File: config.mk
export PLATFORM = sky130hd
export DESIGN_NAME = reflex_latch_blocks
export DESIGN_NICKNAME = d
export VERILOG_FILES = /design/src/rtl/latch_pkg.sv /design/src/rtl/reflex_latch_blocks.sv /design/src/rtl/edge_latch.sv
export SDC_FILE = /design/constraint.sdc
export NUM_CORES = 1
export LEC_CHECK = 0
export ABC_AREA = 1
export BUFFER_PORTS_ARGS = -buffer_cell sky130_fd_sc_hd__buf_2
export CAP_MARGIN = 20
export CORE_ASPECT_RATIO = 1.5
export CORE_MARGIN = 3
export CORE_UTILIZATION = 55
export DETAILED_ROUTE_END_ITERATION = 10
export PLACE_DENSITY = 0.83
export SLEW_MARGIN = 20
export SYNTH_ARGS = -nofsm -noshare
export SYNTH_HDL_FRONTEND = slang
export SYNTH_SLANG_ARGS = --single-unit
export TNS_END_PERCENT = 1
File: constraint.sdc
create_clock -name ref_clk_i -period 1.7 [get_ports ref_clk_i]
set_input_delay 0.255 -clock ref_clk_i [delete_from_list [all_inputs] [get_ports ref_clk_i]]
set_output_delay 0.255 -clock ref_clk_i [all_outputs]
set_load 0.005 [all_outputs]
File: src/rtl/latch_pkg.sv
package latch_pkg;

    // Data width of the analog word.
    localparam int unsigned WORD_W = 16;

    // Source select codes for trigger, enable and operand inputs.
    localparam logic [2:0] SRC_CONST   = 3'h0;
    localparam logic [2:0] SRC_ISLAND  = 3'h1;
    localparam logic [2:0] SRC_VIRTUAL = 3'h2;
    localparam logic [2:0] SRC_FIELDBUS = 3'h3;
    localparam logic [2:0] SRC_NESTED  = 3'h4;

    // Register byte offsets.
    localparam logic [7:0] OFF_CTRL    = 8'h00;
    localparam logic [7:0] OFF_SELECT  = 8'h04;
    localparam logic [7:0] OFF_STATUS  = 8'h08;
    localparam logic [7:0] OFF_ANALOG  = 8'h0C;

    // Control register field positions.
    localparam int unsigned CTRL_INVERT   = 0;
    localparam int unsigned CTRL_EN_CONST = 1;
    localparam int unsigned CTRL_TRIG_CONST = 2;
    localparam int unsigned CTRL_OPER_CONST = 3;

    // Select register field positions, three bits each.
    localparam int unsigned SEL_A_EN   = 0;
    localparam int unsigned SEL_A_TRIG = 4;
    localparam int unsigned SEL_A_DATA = 8;
    localparam int unsigned SEL_D_EN   = 12;
    localparam int unsigned SEL_D_TRIG = 16;
    localparam int unsigned SEL_D_OPER = 20;

    // Reset values.
    localparam logic [31:0] CTRL_RESET   = 32'h0000_0002;
    localparam logic [31:0] SELECT_RESET = 32'h0000_0000;

    // AXI responses.
    localparam logic [1:0] RESP_OKAY   = 2'h0;
    localparam logic [1:0] RESP_SLVERR = 2'h2;

endpackage

File: src/rtl/reflex_latch_blocks.sv
// Functional notes
// - Analog output holds the captured value while trigger is 1.
// - Analog output follows the analog input while trigger is 0.
// - Analog value is captured at each trigger rise from 0 to 1.
// - Analog path carries a 16-bit word, signed or unsigned.
// - Analog word passes through unchanged without any conversion.
// - Analog trigger selects constant, island, virtual or nested source.
// - Analog operand selects island channel or virtual-module output.
// - Digital latch output is always held, changing only at next edge; here a write of the invert bit also changes it at once.
// - Invert option drives the complement of the captured bit.
// - Enabled by Boolean 1 or constant, disabled by 0 or constant.
// - Disabled block freezes its output while still receiving inputs.
// - On re-enable the block acts at once on latest inputs.
// - Digital enable selects island, virtual or fieldbus bit source.
// - Analog latch shares the same enable and freeze behaviour.
//
// Implementation choices: register access over AXI4-Lite and the register offsets.
`timescale 1ns/100ps
`default_nettype none

// Analog and falling-edge digital latch blocks configured over a register bus.
module reflex_latch_blocks
    import latch_pkg::*;
#(
    parameter int unsigned DATA_W = WORD_W
)
(
    // Clock and reset.
    input  wire logic              ref_clk_i,
    input  wire logic              reset_i,
    // AXI4-Lite write address channel.
    input  wire logic [7:0]        s_axi_awaddr,
    input  wire logic              s_axi_awvalid,
    output logic                   s_axi_awready,
    // AXI4-Lite write data channel.
    input  wire logic [31:0]       s_axi_wdata,
    input  wire logic [3:0]        s_axi_wstrb,
    input  wire logic              s_axi_wvalid,
    output logic                   s_axi_wready,
    // AXI4-Lite write response channel.
    output logic [1:0]             s_axi_bresp,
    output logic                   s_axi_bvalid,
    input  wire logic              s_axi_bready,
    // AXI4-Lite read address channel.
    input  wire logic [7:0]        s_axi_araddr,
    input  wire logic              s_axi_arvalid,
    output logic                   s_axi_arready,
    // AXI4-Lite read data channel.
    output logic [31:0]            s_axi_rdata,
    output logic [1:0]             s_axi_rresp,
    output logic                   s_axi_rvalid,
    input  wire logic              s_axi_rready,
    // Boolean sources.
    input  wire logic              island_bit_i,
    input  wire logic              virtual_bit_i,
    input  wire logic              fieldbus_bit_i,
    input  wire logic              nested_bit_i,
    // Analog sources.
    input  wire logic [DATA_W-1:0] island_word_i,
    input  wire logic [DATA_W-1:0] virtual_word_i,
    // Block outputs.
    output logic [DATA_W-1:0]      analog_o,
    output logic                   digital_o
);

    // Register file, bus holding registers and the write strobe.
    logic [31:0]       ctrl_reg;
    logic [31:0]       select_reg;
    logic [7:0]        awaddr_reg;
    logic              aw_held_reg;
    logic [31:0]       wdata_reg;
    logic [3:0]        wstrb_reg;
    logic              w_held_reg;
    logic              bvalid_reg;
    logic [1:0]        bresp_reg;
    logic              rvalid_reg;
    logic [31:0]       rdata_reg;
    logic [1:0]        rresp_reg;
    logic              do_write;
    logic [31:0]       status_word;

    // Selected block inputs and the state of both latch variants.
    logic              a_enable;
    logic              a_trigger;
    logic [DATA_W-1:0] a_data;
    logic              d_enable;
    logic              d_trigger;
    logic              d_operand;
    logic              a_trig_prev_reg;
    logic [DATA_W-1:0] a_held_reg;
    logic [DATA_W-1:0] a_out_reg;
    logic              d_held;

    // Boolean source multiplexer shared by every Boolean input.
    // A code that names no source falls back to the constant, so a stray
    // select value never leaves an input undriven. A source that a variant
    // does not offer is passed in as zero and reads as low or disabled.
    function automatic logic pick_bit(input logic [2:0] sel, input logic konst,
                                      input logic isl, input logic virt,
                                      input logic fb, input logic nest);
        logic r;
        r = konst;
        case (sel)
            SRC_ISLAND:   r = isl;
            SRC_VIRTUAL:  r = virt;
            SRC_FIELDBUS: r = fb;
            SRC_NESTED:   r = nest;
            default:      r = konst;
        endcase
        return r;
    endfunction

    // Input selection for both latch variants.
    // All Boolean inputs use the same codes, so one select encoding serves
    // enable, trigger and operand alike. The analog operand has two sources:
    // any code other than the virtual one picks the island channel.
    always_comb begin
        a_enable  = pick_bit(select_reg[SEL_A_EN +: 3], ctrl_reg[CTRL_EN_CONST], island_bit_i,
                             virtual_bit_i, 1'b0, 1'b0);
        a_trigger = pick_bit(select_reg[SEL_A_TRIG +: 3], ctrl_reg[CTRL_TRIG_CONST], island_bit_i,
                             virtual_bit_i, 1'b0, nested_bit_i);
        a_data    = (select_reg[SEL_A_DATA +: 3] == SRC_VIRTUAL) ? virtual_word_i
                                                                 : island_word_i;
        d_enable  = pick_bit(select_reg[SEL_D_EN +: 3], ctrl_reg[CTRL_EN_CONST], island_bit_i,
                             virtual_bit_i, fieldbus_bit_i, 1'b0);
        d_trigger = pick_bit(select_reg[SEL_D_TRIG +: 3], ctrl_reg[CTRL_TRIG_CONST], island_bit_i,
                             virtual_bit_i, fieldbus_bit_i, nested_bit_i);
        d_operand = pick_bit(select_reg[SEL_D_OPER +: 3], ctrl_reg[CTRL_OPER_CONST], island_bit_i,
                             virtual_bit_i, fieldbus_bit_i, nested_bit_i);
    end

    // Analog trigger history, kept while disabled.
    // Tracking the trigger through a disabled spell means that a trigger
    // which is already high at re-enable is not taken for a fresh rise.
    // The register clears to low, the idle level of the constant source.
    always_ff @(posedge ref_clk_i) begin
        if (reset_i) begin
            a_trig_prev_reg <= 1'b0;
        end else begin
            a_trig_prev_reg <= a_trigger;
        end
    end

    // Analog capture at each rising trigger edge while enabled.
    // A rise seen while disabled is not captured: inputs keep arriving,
    // but the block does not act on them until it is enabled again.
    // Every later rise overwrites the held word with a fresh sample.
    always_ff @(posedge ref_clk_i) begin
        if (reset_i) begin
            a_held_reg <= '0;
        end else if (a_enable && a_trigger && !a_trig_prev_reg) begin
            a_held_reg <= a_data;
        end
    end

    // Analog output: follow while low, hold while high, freeze while disabled.
    // On the rising edge the output takes the live word, the same word that
    // the capture register takes, so output and held value agree from then on.
    // Re-enabling acts on the present trigger level at once, with no wait for
    // a further change on any input.
    always_ff @(posedge ref_clk_i) begin
        if (reset_i) begin
            a_out_reg <= '0;
        end else if (a_enable) begin
            if (!a_trigger) begin
                a_out_reg <= a_data;
            end else if (!a_trig_prev_reg) begin
                a_out_reg <= a_data;
            end else begin
                a_out_reg <= a_held_reg;
            end
        end
    end

    assign analog_o = a_out_reg;

    // Falling-edge digital latch.
    // The variant lives in its own module; it shares the select decoding
    // above and takes the invert bit of the control register directly.
    // Its held bit is brought out only for the status word.
    edge_latch u_edge (
        .ref_clk_i  (ref_clk_i),
        .reset_i    (reset_i),
        .enable_i   (d_enable),
        .trigger_i  (d_trigger),
        .operand_i  (d_operand),
        .invert_i   (ctrl_reg[CTRL_INVERT]),
        .latch_o    (digital_o),
        .captured_o (d_held)
    );

    // Write address and data are held independently until both are present.
    // Either may come first; each is parked and its ready drops until the
    // write retires, so a second beat cannot overwrite the first.
    always_ff @(posedge ref_clk_i) begin
        if (reset_i) begin
            aw_held_reg <= 1'b0;
            awaddr_reg  <= 8'h00;
        end else if (s_axi_awvalid && s_axi_awready) begin
            aw_held_reg <= 1'b1;
            awaddr_reg  <= s_axi_awaddr;
        end else if (do_write) begin
            aw_held_reg <= 1'b0;
        end
    end

    // Write data and byte strobes, parked in the same way as the address.
    always_ff @(posedge ref_clk_i) begin
        if (reset_i) begin
            w_held_reg <= 1'b0;
            wdata_reg  <= 32'h0000_0000;
            wstrb_reg  <= 4'h0;
        end else if (s_axi_wvalid && s_axi_wready) begin
            w_held_reg <= 1'b1;
            wdata_reg  <= s_axi_wdata;
            wstrb_reg  <= s_axi_wstrb;
        end else if (do_write) begin
            w_held_reg <= 1'b0;
        end
    end

    // Readies are combinational. A pending write response holds both off,
    // so at most one write is under way at a time.
    assign s_axi_awready = !aw_held_reg && !bvalid_reg;
    assign s_axi_wready  = !w_held_reg && !bvalid_reg;
    assign do_write      = aw_held_reg && w_held_reg && !bvalid_reg;

    // Register writes with byte strobes.
    // Only the control and select words take writes; the status and analog
    // words are read-only and a write to them changes nothing.
    always_ff @(posedge ref_clk_i) begin
        if (reset_i) begin
            ctrl_reg   <= CTRL_RESET;
            select_reg <= SELECT_RESET;
        end else if (do_write) begin
            for (int i = 0; i < 4; i++) begin
                if (wstrb_reg[i] && awaddr_reg[7:2] == OFF_CTRL[7:2]) begin
                    ctrl_reg[8*i +: 8] <= wdata_reg[8*i +: 8];
                end
                if (wstrb_reg[i] && awaddr_reg[7:2] == OFF_SELECT[7:2]) begin
                    select_reg[8*i +: 8] <= wdata_reg[8*i +: 8];
                end
            end
        end
    end

    // Write response.
    // The response rises one cycle after both halves are parked and stands
    // until the master takes it. An unmapped or read-only offset answers
    // with a slave error.
    always_ff @(posedge ref_clk_i) begin
        if (reset_i) begin
            bvalid_reg <= 1'b0;
            bresp_reg  <= RESP_OKAY;
        end else if (do_write) begin
            bvalid_reg <= 1'b1;
            bresp_reg  <= (awaddr_reg[7:2] == OFF_CTRL[7:2] || awaddr_reg[7:2] == OFF_SELECT[7:2])
                          ? RESP_OKAY : RESP_SLVERR;
        end else if (s_axi_bready) begin
            bvalid_reg <= 1'b0;
        end
    end

    assign s_axi_bvalid = bvalid_reg;
    assign s_axi_bresp  = bresp_reg;

    // Status snapshot: digital held bit and output, then the selected inputs.
    assign status_word = {26'h0, d_held, digital_o, a_trigger, a_enable, d_trigger, d_enable};

    // Read path: one read under way at a time.
    // The word is latched at the edge that takes the address, so it stands
    // unchanged until the master takes it. An unmapped offset reads zero.
    always_ff @(posedge ref_clk_i) begin
        if (reset_i) begin
            rvalid_reg <= 1'b0;
            rdata_reg  <= 32'h0000_0000;
            rresp_reg  <= RESP_OKAY;
        end else if (s_axi_arvalid && s_axi_arready) begin
            rvalid_reg <= 1'b1;
            rresp_reg  <= RESP_OKAY;
            case (s_axi_araddr[7:2])
                OFF_CTRL[7:2]:   rdata_reg <= ctrl_reg;
                OFF_SELECT[7:2]: rdata_reg <= select_reg;
                OFF_STATUS[7:2]: rdata_reg <= status_word;
                OFF_ANALOG[7:2]: rdata_reg <= {{(32-DATA_W){1'b0}}, a_out_reg};
                default: begin
                    rdata_reg <= 32'h0000_0000;
                    rresp_reg <= RESP_SLVERR;
                end
            endcase
        end else if (s_axi_rready) begin
            rvalid_reg <= 1'b0;
        end
    end

    // Read handshake and data outputs; data and response come from flip-flops.
    assign s_axi_arready = !rvalid_reg;
    assign s_axi_rvalid  = rvalid_reg;
    assign s_axi_rdata   = rdata_reg;
    assign s_axi_rresp   = rresp_reg;

endmodule

`default_nettype wire

File: src/rtl/edge_latch.sv
`timescale 1ns/100ps
`default_nettype none

// Falling-edge digital latch with enable and output inversion.
module edge_latch
    import latch_pkg::*;
(
    // Clock and reset.
    input  wire logic ref_clk_i,
    input  wire logic reset_i,
    // Block inputs.
    input  wire logic enable_i,
    input  wire logic trigger_i,
    input  wire logic operand_i,
    input  wire logic invert_i,
    // Block output.
    output logic      latch_o,
    output logic      captured_o
);

    logic trig_prev_reg;
    logic held_reg;
    logic out_reg;

    // Trigger history is kept even while disabled so inputs keep arriving.
    always_ff @(posedge ref_clk_i) begin
        if (reset_i) begin
            trig_prev_reg <= 1'b0;
        end else begin
            trig_prev_reg <= trigger_i;
        end
    end

    // Capture the operand on a 1-to-0 trigger edge while enabled.
    always_ff @(posedge ref_clk_i) begin
        if (reset_i) begin
            held_reg <= 1'b0;
        end else if (enable_i && trig_prev_reg && !trigger_i) begin
            held_reg <= operand_i;
        end
    end

    // Output register, frozen while disabled, applies inversion when enabled.
    always_ff @(posedge ref_clk_i) begin
        if (reset_i) begin
            out_reg <= 1'b0;
        end else if (enable_i) begin
            out_reg <= (trig_prev_reg && !trigger_i ? operand_i : held_reg) ^ invert_i;
        end
    end

    assign latch_o    = out_reg;
    assign captured_o = held_reg;

endmodule

`default_nettype wire

==> results of run 1 <==
==> path summary, 6_finish.rpt <==
path	startpoint	end	slack (ns)	cells after the start
min	s_axi_wdata[3]	wdata_reg[3]	0.08	3
min reg2reg	ctrl_reg[30]	ctrl_reg[30]	0.45	2
max reg2reg	select_reg[0]	analog_o[7]	0.1	11
max	select_reg[0]	analog_o[7]	0.1	11
==> critical path, delay by kind of cell, from the launching register on <==
kind,cells,cell delay (ns)
AND/OR/NAND/NOR,4,0.39
buffers and inverters,5,0.55
AO/OA/AOI/OAI,2,0.22
flip-flops,1,0.35
==> cell usage in the layout, fill, tap and decap left out, drive strengths merged <==
master and n:
inv 114, nand4 17, nor4 1, clkinv 4
conb 2, o221ai 7, nor3 1, bufinv 2
o22ai 21, a22o 1, mux2 16, a31oi 1
o21a 1, nand2 157, o21ai 133, nand3b 1
clkbuf 18, a22oi 5, o211ai 3, dfxtp 180
nor2 170, nand3 42, buf 197, a21oi 104
==> stage by stage <==
stage,worst slack (ns),utilization
after CTS,0.0771,0.698
after detailed placement,0.0824,0.653
after global placement,0.132,0.653
after global routing,-0.0293,0.702
final,0.0954,0.702
after floorplan,0.288,-
==> per-layer routing <==
metal  routed length [µm]  vias to the layer above
met5                   18                        -
met4                 1050                        2
met3                 1150                       66
met2                10700                      286
met1                 7740                     3338
li1                     -                     3684
==> power by group through the flow <==
| stage | logic (W) | clock network [W] | registers, W |
|---|---|---|---|
| floorplan | 0.000442 | 0 | 0.00452 |
| global placement | 0.000709 | 0 | 0.00454 |
| detailed placement | 0.000727 | 0 | 0.00455 |
| CTS | 0.000734 | 0.00401 | 0.00445 |
| global route | 0.000849 | 0.00416 | 0.00447 |
| finish | 0.000738 | 0.00398 | 0.00446 |
==> logic make-up (layout without fill, tap and decap cells) <==
group                  Yosys count  in the layout  share of synthesized area
AO/OA/AOI/OAI                  276            276                      0.194
buffers and inverters          166            335                     0.0916
flip-flops                     180            180                      0.475
multiplexers                    16             16                     0.0238
other                            1              2                   0.000495
AND/OR/NAND/NOR                389            389                      0.215
==> repair_timing <==
item / in CTS / in global routing
cloned: 0 / 0
hold buffers: 0 / 0
pin swaps: 0 / 1
setup endpoints to repair: 1 / 74
resized for setup: 1 / 11
setup buffers: 0 / 3
==> area by class of cell <==
cell class	instances	share of cell area
timing repair buffer	197	0.124
tap	159	0.0215
clock buffer	18	0.0474
multi-input combinational	683	0.357
inverter	107	0.0436
sequential	180	0.389
clock inverter	13	0.0176
==> Flow_metrics.wiki, run 1 <==
{| class="wikitable"
! Metric !! Value
|-
| Run status || completed
|-
| Number of synthesized flops with an enable pin || 0
|-
| Total inserted antenna cells || 0
|-
| Cell at the root of the clock tree || clkbuf_16
|-
| Worst Tran Pin Value || 0.595 ns
|-
| Number of different library cells in the post-synthesis netlist || 35
|-
| Non-Filler Instances || 1357
|-
| Total of flip-flops plus latches after synthesis || 180
|-
| Clock network fraction of design power || 0.434
|-
| Cell types with the highest counts after synthesis || 180 x dfxtp_1, 167 x nor2_1, 156 x nand2_1
|-
| Maximum cell stage delay along the critical path || between 0.3 and 0.4 ns
|-
| Tmin final || 1.60 ns
|-
| CP max stage cell || dfxtp_1
|-
| Top cells by area in the synthesized netlist || dfxtp_1 48%, o21ai_0 8.7%, nor2_1 8.3%
|-
| Relative max-transition margin || 0.603
|-
| Clock Pin Slew Worst Setup and Hold Paths || 0.07 ns
|-
| Placed instance count || between 1000 and 1500
|-
| Final Max Tran Viols || 0
|-
| Core area || 13200 µm²
|-
| Remaining global-route overflow || 0
|-
| Category of the worst setup path launch point || flop
|-
| Initial Util || 0.574
|-
| Net load switching power || about 0.0023 W
|-
| Summed instance area of the synthesized netlist || between 7000 and 8000 µm²
|-
| Final Cycle Share || 0.944
|-
| Grt met2 use || 0.482
|-
| GRT Resource Usage Total || 0.274
|-
| Sequential area share after synthesis || 0.475
|-
| Path category of the worst min-delay check || primary input to flop
|-
| Number of fill cells in the layout || 1092
|-
| Number of port buffers || 146
|-
| Number of global-route vias before repair || ~7000
|-
| Maximum fanout along the worst path || 10
|-
| Leading register cell type out of synthesis || dfxtp_1
|-
| Die height || around 150 µm
|-
| Final-report hold violation count || 0
|-
| Area share of the largest cell type after synthesis || 0.475
|-
| Sw Share || 0.247
|-
| Gate Count Post-Synth || 1028
|-
| Placed Instance Area || 8620 µm²
|-
| Final HPWL DP || 15100 µm
|-
| Clock Path Buffers || 2
|-
| Post-Syn Area per Cell || 7.37 µm²
|-
| Cell with the most instances after synthesis || dfxtp_1
|-
| Required time reported for the critical path endpoint || 2.03 ns
|-
| Worst hold-check slack || 0.0795 ns
|-
| Post-route ant nets || 0
|-
| Pin count of the biggest net entering global routing || 65
|-
| Total negative setup slack || 0 ns
|-
| Kind of end point of the critical path || flop
|-
| Clock latency reported for the late side of the worst-skew pair || roughly 0.42 ns
|-
| Area growth syn-to-layout || 22.2%
|-
| Most frequent cell on the critical path || inv_1
|-
| Most area-hungry cell type in the Yosys netlist || dfxtp_1
|-
| Total number of nets in the final design || 1281
|-
| Series of cell instances along the critical path || inv_1 > o21ai_1 > o211ai_1 > nand2_1 > buf_4 > inv_1 > buf_4 > nor2_1 > nor2_1 > nand2_1 > inv_1
|-
| Warnings, synthesis || 0
|-
| GR met3 Demand/Resource || 0.0518
|-
| CTS Buf Count || 17
|-
| Peak supply drop || 0.608 mV
|-
| Power density over the cells || 990 nW/µm²
|-
| Internal power || ~0.0069 W
|-
| Global Route met1 Usage || 0.303
|-
| Register share of total power || 0.486
|-
| Max frequency || 0.623 GHz
|-
| First-pass GRT wire length || 33100 µm
|-
| Vias post-DR || 7376
|-
| Clock H-tree levels || 4
|-
| Share of final-layout standard cells stronger than drive strength 1 || 0.223
|-
| I/O pins || 153
|-
| Proportion of synthesized flip-flops having asynchronous set or reset || 0
|-
| Overall power of the completed layout || 0.00917 W
|-
| Die X-Extent || 102 µm
|-
| Unrepaired setup endpoints after global routing || true
|-
| Grt peak-use layer || met2
|-
| Routed length per placed instance || approximately 15 µm
|-
| Antenna violations before repair || 1
|-
| Proportion of power drawn by combinational gates || 0.080
|-
| Endpoints failing setup || 0
|-
| TritonCTS clock tree || yes
|-
| Area enclosed by the die boundary || roughly 15000 µm²
|-
| Iteration-0 DRC count of the detailed router || 430
|-
| Path type of the worst setup path || flop to flop
|-
| Seq. cell area || between 3000 and 4000 µm²
|-
| DRC violation count after routing || 0
|-
| CTS sink count || 180
|-
| Clock skew after layout || about 0.011 ns
|-
| Pleak || 4.09 nW
|-
| Data arrival time of the worst path || roughly 1.9 ns
|-
| Via count normalized by instance count || 5.44
|-
| Placer congestion estimate || 0.923
|-
| Wirelength, routed || 20600 µm
|-
| Placement Rows || 51
|-
| Total of max-cap violations || 0
|-
| Final design instance area without fill || between 9000 and 10000 µm²
|-
| First-pass iteration count of the detailed router || 5
|-
| Multi-input logic area || 3310 µm²
|}
No activity file was read; power rests on OpenSTA's default activity.
==> inputs of run 2 (changes only) <==
--- a/config.mk
+++ b/config.mk
@@ -5,7 +5,6 @@
 export SDC_FILE = /design/constraint.sdc
 export NUM_CORES = 1
 export LEC_CHECK = 0
-export ABC_AREA = 1
 export BUFFER_PORTS_ARGS = -buffer_cell sky130_fd_sc_hd__buf_2
 export CAP_MARGIN = 20
 export CORE_ASPECT_RATIO = 1.5
@@ -16,5 +15,6 @@
 export SLEW_MARGIN = 20
 export SYNTH_ARGS = -nofsm -noshare
 export SYNTH_HDL_FRONTEND = slang
+export SYNTH_HIERARCHICAL = 1
 export SYNTH_SLANG_ARGS = --single-unit
 export TNS_END_PERCENT = 1
==> run 2 against run 1 <==
The run now ends with negative setup slack left. Routed wire length up 2.6%. Critical endpoint is now a_held_reg[9]. Non-clock buffer count up 15. Worst setup slack worse by 0.26 ns. Largest cell class is now multi-input gates. Count of clock-buffer cells in the layout down 1. Flip-flop and latch count unchanged. Design area up 5.0%. Sequential power down 1%.
==> Flow_metrics.wiki, run 2 <==
{| class="wikitable"
! Metric !! Value
|-
| Pin count of the biggest net entering global routing || ~130
|-
| Number of different library cells in the post-synthesis netlist || 55
|-
| Final Cycle Share || 1.10
|-
| Run status || finished, violations left
|-
| Buf/Inv on CP || 2
|-
| Max frequency || about 0.54 GHz
|-
| Top cells by area in the synthesized netlist || dfxtp_1 48%, mux2i_1 7.8%, nand2_1 6.6%
|-
| Placer congestion estimate || 0.843
|-
| Required time reported for the critical path endpoint || 2.03 ns
|-
| Post-Syn Area per Cell || 9.05 µm²
|-
| Total number of nets in the final design || 1093
|-
| Final core area utilization || 0.740
|-
| Total inserted antenna cells || 0
|-
| Sequential area share after synthesis || 0.482
|-
| Power density over the cells || 925 nW/µm²
|-
| Series of cell instances along the critical path || or4b_4 > o21ai_4 > buf_6 > nor4_4 > bufbuf_16 > a311oi_2
|-
| Terminus of the critical flop-to-flop path || a_held_reg[9]
|-
| Number of synthesized flops with an enable pin || 0
|-
| Remaining global-route overflow || 0
|-
| Routed length per placed instance || 18.1 µm
|-
| Antenna violations before repair || 0
|-
| Cell types with the highest counts after synthesis || 180 x dfxtp_1, 132 x nand2_1, 92 x a21oi_1
|-
| Leading register cell type out of synthesis || dfxtp_1
|-
| Final-report hold violation count || 0
|-
| Path category of the worst min-delay check || primary input to flop
|-
| Violated checks || negative setup slack
|-
| Origin of the critical flop-to-flop path || select_reg[4]
|-
| Total of flip-flops plus latches after synthesis || 180
|-
| Final WS setup || -0.163 ns
|-
| GRT Resource Usage Total || 0.271
|-
| Die height || 149 µm
|-
| Total of max-cap violations || 0
|-
| Clock Pin Slew Worst Setup and Hold Paths || 0.08 ns
|-
| Placed instance count || 1134
|-
| Relative max-transition margin || 0.392
|-
| Total negative setup slack || -5.51 ns
|-
| Number of global-route vias before repair || 6623
|-
| Placement Rows || 51
|-
| Wirelength, routed || about 21000 µm
|-
| Worst Min Path Start || s_axi_wdata[27]
|-
| Most frequent standard cell in the layout excluding fill and tap cells || dfxtp_1
|-
| Sink of the worst hold path || wdata_reg[27]
|-
| Gate Count Post-Synth || 827
|-
| Final Max Tran Viols || 0
|-
| Warnings, synthesis || 6
|-
| Maximum cell stage delay along the critical path || 0.55 ns
|-
| Proportion of synthesized flip-flops having asynchronous set or reset || 0
|-
| Most area-hungry cell type in the Yosys netlist || dfxtp_1
|-
| Overall power of the completed layout || ~0.0090 W
|-
| Area growth syn-to-layout || 30.0%
|-
| Post-route ant nets || 0
|-
| Clock Path Buffers || 2
|-
| Kind of cell with the highest combined delay on the critical path || simple AND/OR/NAND/NOR gates
|-
| Peak supply drop || 0.689 mV
|-
| Worst Tran Pin Value || just over 0.9 ns
|-
| I/O pins || 153
|-
| Path type of the worst setup path || flop to flop
|-
| Die X-Extent || 101 µm
|-
| Iteration-0 DRC count of the detailed router || between 500 and 600
|-
| Number of cells traversed by the worst register-to-register path || 6
|-
| Clock skew after layout || ~0.014 ns
|-
| DRC violation count after routing || 0
|-
| Unrepaired setup endpoints after global routing || true
|-
| Area share of the largest cell type after synthesis || 0.482
|-
| Non-Filler Instances || roughly 1200
|-
| Kind of end point of the critical path || flop
|-
| Via count normalized by instance count || 5.90
|-
| Final HPWL DP || between 10000 and 15000 µm
|-
| Maximum fanout along the worst path || 12
|-
| Number of port buffers || 146
|-
| Vias post-DR || 6907
|-
| Share of final-layout standard cells stronger than drive strength 1 || 0.312
|-
| Number of fill cells in the layout || just over 900
|-
| Area enclosed by the die boundary || 15100 µm²
|-
| First-pass GRT wire length || 32500 µm
|-
| Register-to-register path setup slack || -0.16 ns
|-
| TritonCTS clock tree || yes
|-
| Cell at the root of the clock tree || clkbuf_16
|-
| Clock latency reported for the late side of the worst-skew pair || approximately 0.44 ns
|-
| Summed instance area of the synthesized netlist || 7480 µm²
|-
| Pleak || around 4 nW
|-
| Multi-input logic area || 3790 µm²
|-
| Core area || 13100 µm²
|-
| Endpoints failing setup || 87
|-
| First-pass iteration count of the detailed router || 6
|-
| Data arrival time of the worst path || 2.20 ns
|-
| Most frequent cells in the layout || 173 x dfxtp_1, 145 x buf_2, 128 x nand2_1
|-
| Cell with the most instances after synthesis || dfxtp_1
|-
| Initial Util || 0.569
|-
| Category of the worst setup path launch point || flop
|-
| CP max stage cell || or4b_4
|-
| CTS Buf Count || 17
|-
| Clock H-tree levels || 4
|-
| Tmin final || 1.86 ns
|-
| Hold-critical path depth || 3
|-
| CTS sink count || 180
|-
| Seq. cell area || about 3600 µm²
|}
==> run 2: cell count changes after synthesis, sizes merged, moves of 10 or more <==
cell     delta
o2bb2ai    +16
nand4      -16
a21oi      -11
inv        -87
o21ai     -131
mux2i      +58
clkbuf     +10
a22oi      +26
o22ai      -21
nand2      -25
a22o       +30
nor2       -96
a311oi     +17
==> run 2: power breakdown <==
part           switching [W]  internal (W)  total [W]
Sequential          0.000101       0.00431    0.00441
Clock                0.00194       0.00200    0.00394
Combinational       0.000369      0.000277   0.000646
==> run 2: how the worst max path moves through the flow <==
| stage | from | end | cells after the start |
|---|---|---|---|
| floorplan | awaddr_reg[4] | ctrl_reg[1] | 4 |
| global placement | select_reg[5] | analog_o[1] | 5 |
| detailed placement | select_reg[5] | analog_o[5] | 5 |
| CTS | awaddr_reg[4] | select_reg[11] | 7 |
| global route | awaddr_reg[4] | select_reg[1] | 7 |
| finish | select_reg[4] | a_held_reg[9] | 6 |
==> run 2: per-stage QoR <==
step	worst slack (ns)	area (µm²)	hold slack (ns)
2_1_floorplan	-0.0733	7490	0.327
3_3_place_gp	-0.444	8830	0.442
3_5_place_dp	-0.490	8830	0.448
4_1_cts	-0.141	9570	0.0333
5_1_grt	-0.228	9730	0.0607
6_report	-0.163	9730	0.0437
==> run 2: kinds of logic (layout without fill, tap and decap cells) <==
kind of cell | after synthesis | after routing | share of synthesized area
other cells | 1 | 2 | 0.000501
buf+inv | 81 | 264 | 0.0445
simple gates | 283 | 283 | 0.176
compound gates | 205 | 205 | 0.188
flops | 180 | 180 | 0.482
mux | 77 | 77 | 0.109
==> run 2: area by class of cell <==
type / instances / area share
Clock buffer: 17 / 0.0437
Clock inverter: 15 / 0.0176
Inverter: 20 / 0.00772
Multi-Input combinational cell: 567 / 0.389
Sequential cell: 180 / 0.372
Tap cell: 159 / 0.0204
Timing Repair Buffer: 212 / 0.150
==> run 2: tightest hold or removal path, stage by stage <==
cell,delay (ns)
buf_2,0.09
nand2_1,0.04
a21oi_1,0.05
==> run 2: per-layer routing <==
layer | vias to the layer above | track usage | part of all wire
met2 | 300 | 0.475 | 0.53
met3 | 56 | 0.0562 | 0.071
met4 | 0 | 0.124 | 0.033
met5 | - | 0 | 0
met1 | 3265 | 0.312 | 0.37
li1 | 3286 | - | -
==> run 2: repair_timing <==
action	CTS	global route
setup endpoints to repair	99	100
buffers inserted	2	0
gates cloned	1	0
pin swaps	4	14
hold endpoints to repair	1	0
hold buffers	1	0
resized for setup	18	32
